==> config.mk <==
export PLATFORM = sky130hd
export DESIGN_NAME = dcc_chan_ctrl
export DESIGN_NICKNAME = d
export VERILOG_FILES = /design/src/rtl/dcc_pkg.sv /design/src/rtl/dcc_chan_ctrl.sv /design/src/rtl/dcc_periodic_trigger_sel.sv
export SDC_FILE = /design/constraint.sdc
export NUM_CORES = 1
export LEC_CHECK = 0
export ABC_AREA = 1
export BUFFER_PORTS_ARGS = -buffer_cell sky130_fd_sc_hd__buf_2
export CAP_MARGIN = 20
export CORE_MARGIN = 3
export CORE_UTILIZATION = 63
export CTS_BUF_LIST = sky130_fd_sc_hd__clkbuf_4
export DETAILED_ROUTE_END_ITERATION = 8
export GPL_ROUTABILITY_DRIVEN = 1
export PLACE_DENSITY_LB_ADDON = 0.25
export SLEW_MARGIN = 40
export SYNTH_ARGS = -nofsm -noshare
export SYNTH_HDL_FRONTEND = slang
export SYNTH_SLANG_ARGS = --single-unit
==> constraint.sdc <==
create_clock -name clk_sys_i -period 2.5 [get_ports clk_sys_i]
set_clock_uncertainty 0.1 [all_clocks]
set_input_delay 0.5 -clock clk_sys_i [delete_from_list [all_inputs] [get_ports clk_sys_i]]
set_output_delay 0.5 -clock clk_sys_i [all_outputs]
set_load 0.05 [all_outputs]
==> src/rtl/dcc_pkg.sv <==
// Package for the channel control and interrupt-enable block.
// Assumes a byte-wide register view on a plain strobe port, one clock.
package dcc_pkg;

   //------------------------------------------------------------------
   // Register offsets
   //------------------------------------------------------------------
   localparam logic [7:0] OFS_CTRL_SECOND_B0 = 8'h44;  // Control, bits 7:0
   localparam logic [7:0] OFS_CTRL_SECOND_B1 = 8'h45;  // Control, bits 15:8
   localparam logic [7:0] OFS_CTRL_SECOND_B2 = 8'h46;  // Control, bits 23:16
   localparam logic [7:0] OFS_CTRL_SECOND_B3 = 8'h47;  // Control, bits 31:24
   localparam logic [7:0] OFS_IRQ_EN_CLEAR   = 8'h4C;  // Enable clear view
   localparam logic [7:0] OFS_IRQ_EN_SET     = 8'h4D;  // Enable set view
   localparam logic [7:0] OFS_IRQ_FLAG       = 8'h4E;  // Sticky flags, W1C
   localparam logic [7:0] OFS_CH_STATUS      = 8'h4F;  // Channel state

   //------------------------------------------------------------------
   // Field positions and writable masks
   //------------------------------------------------------------------
   localparam logic [31:0] CTRL_SECOND_MASK  = 32'h03C01F7F; // Writable bits
   localparam logic [31:0] CTRL_SECOND_RESET = 32'h00000000; // Reset value
   localparam int          POS_CMD           = 24;  // Software command
   localparam int          POS_PERIODIC_TRIGGER_ACT      = 22;  // Trigger action
   localparam int          POS_PERIODIC_TRIGGER_SRC      = 8;   // Trigger source
   localparam int          POS_ARB_LEVEL     = 5;   // Arbitration level
   localparam int          POS_EVO_EN        = 4;   // Event output enable
   localparam int          POS_EVI_EN        = 3;   // Event input enable
   localparam int          POS_EVI_ACT       = 0;   // Event input action
   localparam logic [2:0]  IRQ_RESET         = 3'h0; // Enable/flag reset
   localparam int          BIT_SUSPEND       = 2;
   localparam int          BIT_DONE          = 1;
   localparam int          BIT_FAULT         = 0;

   //------------------------------------------------------------------
   // Encodings
   //------------------------------------------------------------------
   localparam logic [1:0] CMD_NONE    = 2'h0;
   localparam logic [1:0] CMD_SUSPEND = 2'h1;
   localparam logic [1:0] CMD_RESUME  = 2'h2;
   localparam logic [1:0] TACT_BLOCK  = 2'h0;
   localparam logic [1:0] TACT_BEAT   = 2'h2;
   localparam logic [1:0] TACT_TRANS  = 2'h3;
   localparam logic [2:0] EACT_NONE       = 3'h0;
   localparam logic [2:0] EACT_PERIODIC   = 3'h1;
   localparam logic [2:0] EACT_COND_XFER  = 3'h2;
   localparam logic [2:0] EACT_COND_BLOCK = 3'h3;
   localparam logic [2:0] EACT_SUSPEND    = 3'h4;
   localparam logic [2:0] EACT_RESUME     = 3'h5;
   localparam logic [2:0] EACT_SKIP       = 3'h6;
   localparam logic [1:0] BACT_NONE    = 2'h0;
   localparam logic [1:0] BACT_INT     = 2'h1;
   localparam logic [1:0] BACT_SUSPEND = 2'h2;
   localparam logic [1:0] BACT_BOTH   = 2'h3;
   localparam logic [4:0] TSRC_NONE   = 5'h00;
   localparam logic [4:0] TSRC_LAST   = 5'h12;
   localparam logic [4:0] TSRC_RSV_LO = 5'h05;
   localparam logic [4:0] TSRC_RSV_HI = 5'h0B;
   localparam int         NUM_PERIODIC_TRIGGER    = 19;  // Request lines 0x00..0x12

   // Channel run state, Gray coded
   typedef enum logic [1:0] {
      DCC_IDLE    = 2'b00,
      DCC_RUN     = 2'b01,
      DCC_SUSPEND = 2'b11
   } dcc_state_t;

endpackage : dcc_pkg

==> src/rtl/dcc_chan_ctrl.sv <==
// Channel control, trigger routing and interrupt enable logic.
// Assumes one clock, a byte register port and peripheral/event pins async.
//
// Design decision made here: the address-and-strobe port.
`timescale 1ns/100ps

module dcc_chan_ctrl
   import dcc_pkg::*;
#(
   parameter bit HAS_EVENT_IN  = 1'b1,  // Channel supports event input
   parameter bit HAS_EVENT_OUT = 1'b1   // Channel supports event output
)
(
   // Clock, reset, enable
   input  wire logic                clk_sys_i,
   input  wire logic                srst_i,
   input  wire logic                ce_i,
   // Register port
   input  wire logic [7:0]          reg_addr_i,
   input  wire logic [7:0]          reg_wdata_i,
   input  wire logic                reg_wr_i,
   input  wire logic                reg_rd_i,
   output logic [7:0]               reg_rdata_o,
   // Peripheral requests and event input (asynchronous)
   input  wire logic [NUM_PERIODIC_TRIGGER-1:0] periph_req_i,
   input  wire logic                event_in_i,
   // Transfer engine status (same clock)
   input  wire logic                block_done_i,
   input  wire logic [1:0]          block_action_i,
   input  wire logic [1:0]          event_output_select_i,
   input  wire logic                beat_done_i,
   input  wire logic                bus_error_i,
   input  wire logic                bad_desc_i,
   // Controls toward the transfer engine
   output logic                     trigger_o,
   output logic [1:0]               trigger_action_o,
   output logic [1:0]               arbitration_level_o,
   output logic                     suspended_o,
   output logic                     cond_trigger_o,
   output logic                     cond_block_o,
   output logic                     skip_suspend_o,
   output logic                     event_out_o,
   output logic                     irq_o
);

   //------------------------------------------------------------------
   // Declarations
   //------------------------------------------------------------------
   logic [31:0]         ctrl_r;          // Second control register
   logic [2:0]          irq_en_r;        // Shared enable bits
   logic [2:0]          irq_flag_r;      // Sticky flags
   logic [2:0]          irq_flag_nxt;    // Next flags
   logic [2:0]          irq_set_evt;     // Hardware set pulses
   dcc_state_t          state_r;         // Run state
   logic                skip_r;          // Skip next block suspend
   logic [NUM_PERIODIC_TRIGGER-1:0] preq_s1_r;       // Request sync stage 1
   logic [NUM_PERIODIC_TRIGGER-1:0] preq_s2_r;       // Request sync stage 2
   logic [NUM_PERIODIC_TRIGGER-1:0] preq_s3_r;       // Request sync stage 3
   logic [NUM_PERIODIC_TRIGGER-1:0] preq_q_r;        // Agreed request level
   logic [NUM_PERIODIC_TRIGGER-1:0] preq_prev_r;     // Previous agreed level
   logic [NUM_PERIODIC_TRIGGER-1:0] preq_rise;       // Request rising edges
   logic                ev_s1_r;         // Event sync stage 1
   logic                ev_s2_r;         // Event sync stage 2
   logic                ev_s3_r;         // Event sync stage 3
   logic                ev_q_r;          // Agreed event level
   logic                ev_pulse;        // Event rising edge
   logic                ev_act;          // Event accepted
   logic [2:0]          ev_code;         // Event action in use
   logic                periph_hit;      // Selected request fired
   logic                wr_cmd;          // Command byte written
   logic [1:0]          cmd_val;         // Written command
   logic                do_suspend;      // Suspend cause this cycle
   logic                do_resume;       // Resume cause this cycle
   logic                blk_suspend;     // Block end wants suspend

   //------------------------------------------------------------------
   // Input synchronisers: three flops, change when stages 2 and 3 agree
   //------------------------------------------------------------------
   always_ff @(posedge clk_sys_i)
   begin
      if (srst_i)
      begin
         preq_s1_r <= '0;
         preq_s2_r <= '0;
         preq_s3_r <= '0;
         ev_s1_r   <= 1'b0;
         ev_s2_r   <= 1'b0;
         ev_s3_r   <= 1'b0;
      end
      else if (ce_i)
      begin
         preq_s1_r <= periph_req_i;
         preq_s2_r <= preq_s1_r;
         preq_s3_r <= preq_s2_r;
         ev_s1_r   <= event_in_i;
         ev_s2_r   <= ev_s1_r;
         ev_s3_r   <= ev_s2_r;
      end
   end

   // Agreed levels, per request line
   generate
      for (genvar g = 0; g < NUM_PERIODIC_TRIGGER; g++)
      begin : g_req
         always_ff @(posedge clk_sys_i)
         begin
            if (srst_i)
            begin
               preq_q_r[g]    <= 1'b0;
               preq_prev_r[g] <= 1'b0;
            end
            else if (ce_i)
            begin
               if (preq_s2_r[g] == preq_s3_r[g])
               begin
                  preq_q_r[g] <= preq_s3_r[g];
               end
               preq_prev_r[g] <= preq_q_r[g];
            end
         end
         assign preq_rise[g] = preq_q_r[g] & ~preq_prev_r[g];
      end
   endgenerate

   // Event agreed level
   always_ff @(posedge clk_sys_i)
   begin
      if (srst_i)
      begin
         ev_q_r <= 1'b0;
      end
      else if (ce_i && ev_s2_r == ev_s3_r)
      begin
         ev_q_r <= ev_s3_r;
      end
   end

   assign ev_pulse = (ev_s2_r == ev_s3_r) & ev_s3_r & ~ev_q_r;

   //------------------------------------------------------------------
   // Trigger source selection
   //------------------------------------------------------------------
   dcc_periodic_trigger_sel u_periodic_trigger_sel
   (
      .sel_i (ctrl_r[POS_PERIODIC_TRIGGER_SRC +: 5]),
      .req_i (preq_rise),
      .hit_o (periph_hit)
   );

   //------------------------------------------------------------------
   // Decodes of command and event action
   //------------------------------------------------------------------
   assign wr_cmd  = reg_wr_i & (reg_addr_i == OFS_CTRL_SECOND_B3);
   assign cmd_val = reg_wdata_i[1:0];
   // Event controls are dead on a channel without event input
   assign ev_act  = HAS_EVENT_IN & ctrl_r[POS_EVI_EN] & ev_pulse;
   assign ev_code = ev_act ? ctrl_r[POS_EVI_ACT +: 3] : EACT_NONE;
   assign blk_suspend = block_done_i &
                        (block_action_i == BACT_SUSPEND || block_action_i == BACT_BOTH) &
                        ~skip_r;
   assign do_suspend  = (wr_cmd & cmd_val == CMD_SUSPEND)
                      | (ev_code == EACT_SUSPEND)
                      | blk_suspend | bad_desc_i;
   assign do_resume = (wr_cmd & cmd_val == CMD_RESUME)
                    | (ev_code == EACT_RESUME);

   //------------------------------------------------------------------
   // Second control register, command bits self-clear
   //------------------------------------------------------------------
   always_ff @(posedge clk_sys_i)
   begin
      if (srst_i)
      begin
         ctrl_r <= CTRL_SECOND_RESET;
      end
      else if (ce_i)
      begin
         // Command field only ever holds a pending request for one cycle
         ctrl_r[POS_CMD +: 2] <= 2'h0;
         if (reg_wr_i)
         begin
            unique case (reg_addr_i)
               OFS_CTRL_SECOND_B0:
                  ctrl_r[7:0]   <= reg_wdata_i & CTRL_SECOND_MASK[7:0];
               OFS_CTRL_SECOND_B1:
                  ctrl_r[15:8]  <= reg_wdata_i & CTRL_SECOND_MASK[15:8];
               OFS_CTRL_SECOND_B2:
                  ctrl_r[23:16] <= reg_wdata_i & CTRL_SECOND_MASK[23:16];
               OFS_CTRL_SECOND_B3:
                  ctrl_r[31:24] <= reg_wdata_i & CTRL_SECOND_MASK[31:24];
               default:
                  ;
            endcase
         end
      end
   end

   //------------------------------------------------------------------
   // Run state: suspend and resume
   //------------------------------------------------------------------
   always_ff @(posedge clk_sys_i)
   begin
      if (srst_i)
      begin
         state_r <= DCC_IDLE;
      end
      else if (ce_i)
      begin
         unique case (state_r)
            DCC_IDLE:
               if (do_suspend)
               begin
                  state_r <= DCC_SUSPEND;
               end
               else if (trigger_o)
               begin
                  state_r <= DCC_RUN;
               end
            DCC_RUN:
               if (do_suspend)
               begin
                  state_r <= DCC_SUSPEND;
               end
               else if (block_done_i)
               begin
                  state_r <= DCC_IDLE;
               end
            DCC_SUSPEND:
               if (do_resume && !do_suspend)
               begin
                  state_r <= DCC_IDLE;
               end
            default:
               state_r <= DCC_IDLE;
         endcase
      end
   end

   // Skip-next-block-suspend latch, consumed by the next block end
   always_ff @(posedge clk_sys_i)
   begin
      if (srst_i)
      begin
         skip_r <= 1'b0;
      end
      else if (ce_i)
      begin
         if (ev_code == EACT_SKIP)
         begin
            skip_r <= 1'b1;
         end
         else if (block_done_i)
         begin
            skip_r <= 1'b0;
         end
      end
   end

   //------------------------------------------------------------------
   // Registered outputs toward the transfer engine
   //------------------------------------------------------------------
   always_ff @(posedge clk_sys_i)
   begin
      if (srst_i)
      begin
         trigger_o           <= 1'b0;
         trigger_action_o    <= TACT_BLOCK;
         arbitration_level_o <= 2'h0;
         suspended_o         <= 1'b0;
         cond_trigger_o      <= 1'b0;
         cond_block_o        <= 1'b0;
         skip_suspend_o      <= 1'b0;
         event_out_o         <= 1'b0;
      end
      else if (ce_i)
      begin
         // Trigger: selected peripheral or transfer event
         trigger_o           <= periph_hit | (ev_code == EACT_PERIODIC);
         trigger_action_o    <= ctrl_r[POS_PERIODIC_TRIGGER_ACT +: 2];
         arbitration_level_o <= ctrl_r[POS_ARB_LEVEL +: 2];
         suspended_o         <= (state_r == DCC_SUSPEND);
         cond_trigger_o      <= (ev_code == EACT_COND_XFER);
         cond_block_o        <= (ev_code == EACT_COND_BLOCK);
         skip_suspend_o      <= skip_r;
         // Output event only when enabled and the descriptor asks
         event_out_o         <= HAS_EVENT_OUT & ctrl_r[POS_EVO_EN] &
                                ((event_output_select_i == 2'h1 & block_done_i) |
                                 (event_output_select_i == 2'h3 & beat_done_i));
      end
   end

   //------------------------------------------------------------------
   // Interrupt enables: one shared set, two views
   //------------------------------------------------------------------
   always_ff @(posedge clk_sys_i)
   begin
      if (srst_i)
      begin
         irq_en_r <= IRQ_RESET;
      end
      else if (ce_i && reg_wr_i)
      begin
         if (reg_addr_i == OFS_IRQ_EN_CLEAR)
         begin
            irq_en_r <= irq_en_r & ~reg_wdata_i[2:0];
         end
         else if (reg_addr_i == OFS_IRQ_EN_SET)
         begin
            irq_en_r <= irq_en_r | reg_wdata_i[2:0];
         end
      end
   end

   //------------------------------------------------------------------
   // Sticky flags, write one to clear, hardware set wins
   //------------------------------------------------------------------
   always_comb
   begin
      irq_set_evt              = 3'h0;
      irq_set_evt[BIT_SUSPEND] = do_suspend;
      // No-action and suspend-only block ends leave the done flag alone
      irq_set_evt[BIT_DONE]    = block_done_i &
                                 (block_action_i == BACT_INT || block_action_i == BACT_BOTH);
      irq_set_evt[BIT_FAULT]   = bus_error_i | bad_desc_i;
      irq_flag_nxt = irq_flag_r;
      if (reg_wr_i && reg_addr_i == OFS_IRQ_FLAG)
      begin
         irq_flag_nxt = irq_flag_nxt & ~reg_wdata_i[2:0];
      end
      irq_flag_nxt = irq_flag_nxt | irq_set_evt;
   end

   always_ff @(posedge clk_sys_i)
   begin
      if (srst_i)
      begin
         irq_flag_r <= IRQ_RESET;
         irq_o      <= 1'b0;
      end
      else if (ce_i)
      begin
         irq_flag_r <= irq_flag_nxt;
         irq_o      <= |(irq_flag_nxt & irq_en_r);
      end
   end

   //------------------------------------------------------------------
   // Read data, one cycle after the strobe, zero otherwise
   //------------------------------------------------------------------
   always_ff @(posedge clk_sys_i)
   begin
      if (srst_i)
      begin
         reg_rdata_o <= 8'h00;
      end
      else if (ce_i)
      begin
         reg_rdata_o <= 8'h00;
         if (reg_rd_i)
         begin
            unique case (reg_addr_i)
               OFS_CTRL_SECOND_B0: reg_rdata_o <= ctrl_r[7:0];
               OFS_CTRL_SECOND_B1: reg_rdata_o <= ctrl_r[15:8];
               OFS_CTRL_SECOND_B2: reg_rdata_o <= ctrl_r[23:16];
               OFS_CTRL_SECOND_B3: reg_rdata_o <= ctrl_r[31:24];
               OFS_IRQ_EN_CLEAR:   reg_rdata_o <= {5'h00, irq_en_r};
               OFS_IRQ_EN_SET:     reg_rdata_o <= {5'h00, irq_en_r};
               OFS_IRQ_FLAG:       reg_rdata_o <= {5'h00, irq_flag_r};
               OFS_CH_STATUS:      reg_rdata_o <= {6'h00, state_r};
               default:            reg_rdata_o <= 8'h00;
            endcase
         end
      end
   end

   //------------------------------------------------------------------
   // Checks
   //------------------------------------------------------------------
   chk_clear_view: assert property (@(posedge clk_sys_i) disable iff (srst_i)
      ce_i && reg_wr_i && reg_addr_i == OFS_IRQ_EN_CLEAR
      |=> (irq_en_r & $past(reg_wdata_i[2:0])) == 3'h0)
      else $error("enable clear write left a bit set");

   chk_set_view: assert property (@(posedge clk_sys_i) disable iff (srst_i)
      ce_i && reg_wr_i && reg_addr_i == OFS_IRQ_EN_SET
      |=> (irq_en_r & $past(reg_wdata_i[2:0])) == $past(reg_wdata_i[2:0]))
      else $error("enable set write did not enable");

   chk_shared_read: assert property (@(posedge clk_sys_i) disable iff (srst_i)
      ce_i && reg_rd_i && (reg_addr_i == OFS_IRQ_EN_SET || reg_addr_i == OFS_IRQ_EN_CLEAR)
      |=> reg_rdata_o == {5'h00, $past(irq_en_r)})
      else $error("enable views disagree");

   chk_no_action_done: assert property (@(posedge clk_sys_i) disable iff (srst_i)
      ce_i && block_done_i && block_action_i == BACT_NONE && !irq_flag_r[BIT_DONE]
      && !(reg_wr_i && reg_addr_i == OFS_IRQ_FLAG) |=> !irq_flag_r[BIT_DONE])
      else $error("done flag set on no-action block");

   chk_suspend_flag: assert property (@(posedge clk_sys_i) disable iff (srst_i)
      ce_i && wr_cmd && cmd_val == CMD_SUSPEND |=> irq_flag_r[BIT_SUSPEND] ##1 suspended_o)
      else $error("software suspend not flagged");

   chk_fault_flag: assert property (@(posedge clk_sys_i) disable iff (srst_i)
      ce_i && (bus_error_i || bad_desc_i) |=> irq_flag_r[BIT_FAULT])
      else $error("fault flag not set");

   chk_irq_level: assert property (@(posedge clk_sys_i) disable iff (srst_i)
      ce_i && $past(ce_i) |-> irq_o == |($past(irq_flag_nxt) & $past(irq_en_r)))
      else $error("interrupt level wrong");

   chk_evin_gate: assert property (@(posedge clk_sys_i) disable iff (srst_i)
      ce_i && !ctrl_r[POS_EVI_EN] && !periph_hit |=> !trigger_o && !cond_block_o)
      else $error("event acted while input disabled");

   chk_evout_gate: assert property (@(posedge clk_sys_i) disable iff (srst_i)
      ce_i && !ctrl_r[POS_EVO_EN] |=> !event_out_o)
      else $error("event emitted while output disabled");

   chk_resv_zero: assert property (@(posedge clk_sys_i) disable iff (srst_i)
      (ctrl_r & ~CTRL_SECOND_MASK) == 32'h00000000)
      else $error("reserved control bit set");

endmodule : dcc_chan_ctrl

==> src/rtl/dcc_periodic_trigger_sel.sv <==
// Peripheral trigger source selector.
// Assumes request lines already synchronised to clk_sys_i.
`timescale 1ns/100ps
module dcc_periodic_trigger_sel
   import dcc_pkg::*;
(
   // Selection
   input  wire logic [4:0]          sel_i,
   input  wire logic [NUM_PERIODIC_TRIGGER-1:0] req_i,
   // Result
   output logic                     hit_o
);

   //------------------------------------------------------------------
   // Decode: zero and reserved codes pick nothing
   //------------------------------------------------------------------
   always_comb
   begin
      hit_o = 1'b0;
      if (sel_i == TSRC_NONE)
      begin
         hit_o = 1'b0;
      end
      else if (sel_i >= TSRC_RSV_LO && sel_i <= TSRC_RSV_HI)
      begin
         hit_o = 1'b0;
      end
      else if (sel_i <= TSRC_LAST)
      begin
         hit_o = req_i[sel_i];
      end
   end

endmodule : dcc_periodic_trigger_sel

==> impl_results.md <==
- Worst setup endpoint: trigger_o
- Fmax: 573.5 MHz
- Ys Warns: 0
- Met2 GRT Util: 42.85%
- H-tree levels: 3
- Max Fanout on Critical Path: 3
- Number of port buffers: 60
- DR iter-0 viols: 271
- Netlist cell types: 35
- Syn nets: 696
- RR Startpoint: ev_s2_r
- WL per Instance: 13.40 um
- Fin Hold WS: 152.5 ps
- CP max stage cell: dfxtp_1
- Number of global-route vias before repair: 3915
- Via count: 4265
- Clock sink count: 108
- CP cell instances: buf_2
- Post-CTS Resized: 0
- Critical Path AT: 1140 ps
- Clock transition at the registers of the reported paths: 160 ps
- Worst R2R End: state_r[1]
- Final setup viols: 0
- Gate Count Post-Synth: 646
- FF-to-FF path depth: 9
- Setup TNS: 0 ps
- Synth Cell Area: 0.004618 mm2
- Clk Latency, worst-skew pair: 450 ps
- Min Clock Period, post-route: 1744 ps
- Status: complete, no violations
- Crit path max-delay family: flip-flops
- Hold WC Path Type: in2reg
- CTS tree: built
- Max Cap Viol: 0
- Die area: 0.008394 mm2
- Measured slew at the worst slew-check pin: 443.2 ps
- Seq/Total Area, Yosys: 46.82%
- # IOs: 68
- Largest net degree at the start of global routing: 88
- Fin nets: 732
- Setup crit start: trigger_o
- Max_slew headroom: 70.38%
- Final Max Slew Viols: 0
- Number of nets still failing antenna checks after routing: 0
- Die boundary height: 91.62 um
- Diodes inserted: 0
- Placed Area: 0.004950 mm2
- GPL Wtd Cong: 0.8984
- Initial core utilization: 66.50%
- Core Util, Final: 73.14%
- CP Depth: 1
- Static Leak: 2.111 nW
- Row count: 30
- Seq cells post-synth: 108
- Routed WL: 10.49 mm
- First-pass GRT wire length: 17.98 mm
- Core area: 0.006944 mm2
- P&R area growth vs syn: 9.970%
- Layout cell share with drive strength beyond 1: 14.99%
- Slowest cell delay on critical path: 410 ps
- Multi-input logic area: 0.002038 mm2
- HPWL after DPL: 7.411 mm
- Post-route cell area: 0.005079 mm2
- Worst Path Required: 1900 ps
- Initial antenna violation count: 0
- WS Path Type: reg2out
- VDD IR max: 500.3 uV
- Final Cycle Share: 69.74%
- Pwr Density: 579.3 mW/mm2
- Crit. End Element: output pin
- R2R Setup Slk: 810 ps
- Reg area: 0.002162 mm2
- Hold-fix buffers, CTS: 0
- Global routing's busiest layer: met2
- CTS Buf Count: 9
- RSZ-0062 raised after global routing: no
- Crit path buf inv count: 1
- CTS Buffer Depth: 2
- DR vias/cell: 5.447
- Total GRT Usage: 26.08%
- Setup crit start kind: flip-flop
- Total grt overflow: 0
- Layout fillers: 606
- Clock Root Buffer: clkbuf_4
- Post-CTS Setup Inserts: 0
- Die width: 91.62 um
- Met1 usage: 35.76%
- Drt pass-1 iters: 5
- Final Hold Viols: 0
- Hold path startpoint: periph_req_i[1]
- M3 GR Usage: 5.168%
- Residual DRC: 0
- Syn avg cell area: 7.149 um2
Yosys cell counts (all sizes together):
cell / n / area (um2)
nand3: 23 / 137.6
nor3: 5 / 30.03
nand4: 7 / 43.79
inv: 62 / 232.7
a22oi: 1 / 7.510
ha: 1 / 12.51
a31oi: 1 / 6.260
o311a: 1 / 10.01
clkbuf: 33 / 125.1
nand2: 91 / 359.1
nor4: 2 / 12.51
nor2: 107 / 432.9
dfxtp: 108 / 2162
o2111ai: 1 / 8.760
o21bai: 1 / 7.510
o21ai: 113 / 565.5
buf: 11 / 56.30
clkinv: 1 / 3.750
a211oi: 2 / 15.01
a21oi: 68 / 344.1
o22ai: 6 / 37.54
o211ai: 1 / 7.510
stage by stage:
step / instances / total power, mW / setup WS, ps
2_1_floorplan: 646 / 2.066 / 892.5
3_3_place_gp: 767 / 2.148 / 481.9
3_5_place_dp: 767 / 2.164 / 441.5
4_1_cts: 783 / 2.957 / 722.1
5_1_grt: 783 / 3.071 / 664.5
6_report: 783 / 2.942 / 756.4
cells in the final DEF (no fill, tap or decap), types with 9 or more instances in the layout:
master and n:
buf_2 60, clkbuf_4 9, nand2_1 86, a21oi_1 67, o21ai_0 101, dfxtp_1 108
o21ai_1 12, nand3_1 20, nor2_1 104, inv_1 56
state kept, by name, indices dropped and copies added (netlist names), 2 cells and up, named ones only:
register	cells
ctrl_r	16
preq_prev_r	12
preq_q_r	12
preq_s1_r	12
preq_s2_r	12
preq_s3_r	12
reg_rdata_o	8
irq_flag_r	3
arbitration_level_o	2
state_r	2
trigger_action_o	2
cell type report:
type	instances	share of cell area, %
inverters	63	4.656
clock inverters	7	1.207
well taps	96	2.365
multi-input cells	431	40.13
clock buffers	9	1.330
repair buffers	69	7.736
flip-flops and latches	108	42.57
cells by family after synthesis:
family | synth area share (%)
AO/OA/AOI/OAI | 21.86
adder cells (fa/ha/maj) | 0.2709
buffers and inverters | 9.049
flip-flops | 46.82
AND/OR/NAND/NOR | 22.00
per-layer routing:
metal	routed length, um	part of all wire, %	up-vias
li1	-	-	2192
met4	114	1.1	0
met2	4851	46	113
met5	0	0	-
met3	518	4.9	11
met1	5005	48	1949
worst min path at each step:
| stage | depth (start not counted) | slack (ps) | endpoint |
|---|---|---|---|
| floorplan | 2 | 330 | preq_prev_r[3] |
| finish | 3 | 150 | preq_s1_r[1] |
| global placement | 2 | 340 | preq_prev_r[1] |
| CTS | 3 | 130 | preq_s1_r[1] |
| detailed placement | 2 | 340 | preq_prev_r[2] |
| global route | 3 | 150 | ev_s1_r |
where the power goes:
group | switching [mW] | total, mW | internal, mW
Sequential | 0.0388 | 1.83 | 1.79
Combinational | 0.199 | 0.302 | 0.104
Clock | 0.589 | 0.812 | 0.223
Total | 0.826 | 2.94 | 2.12
Power figures use the tool's default switching activity.
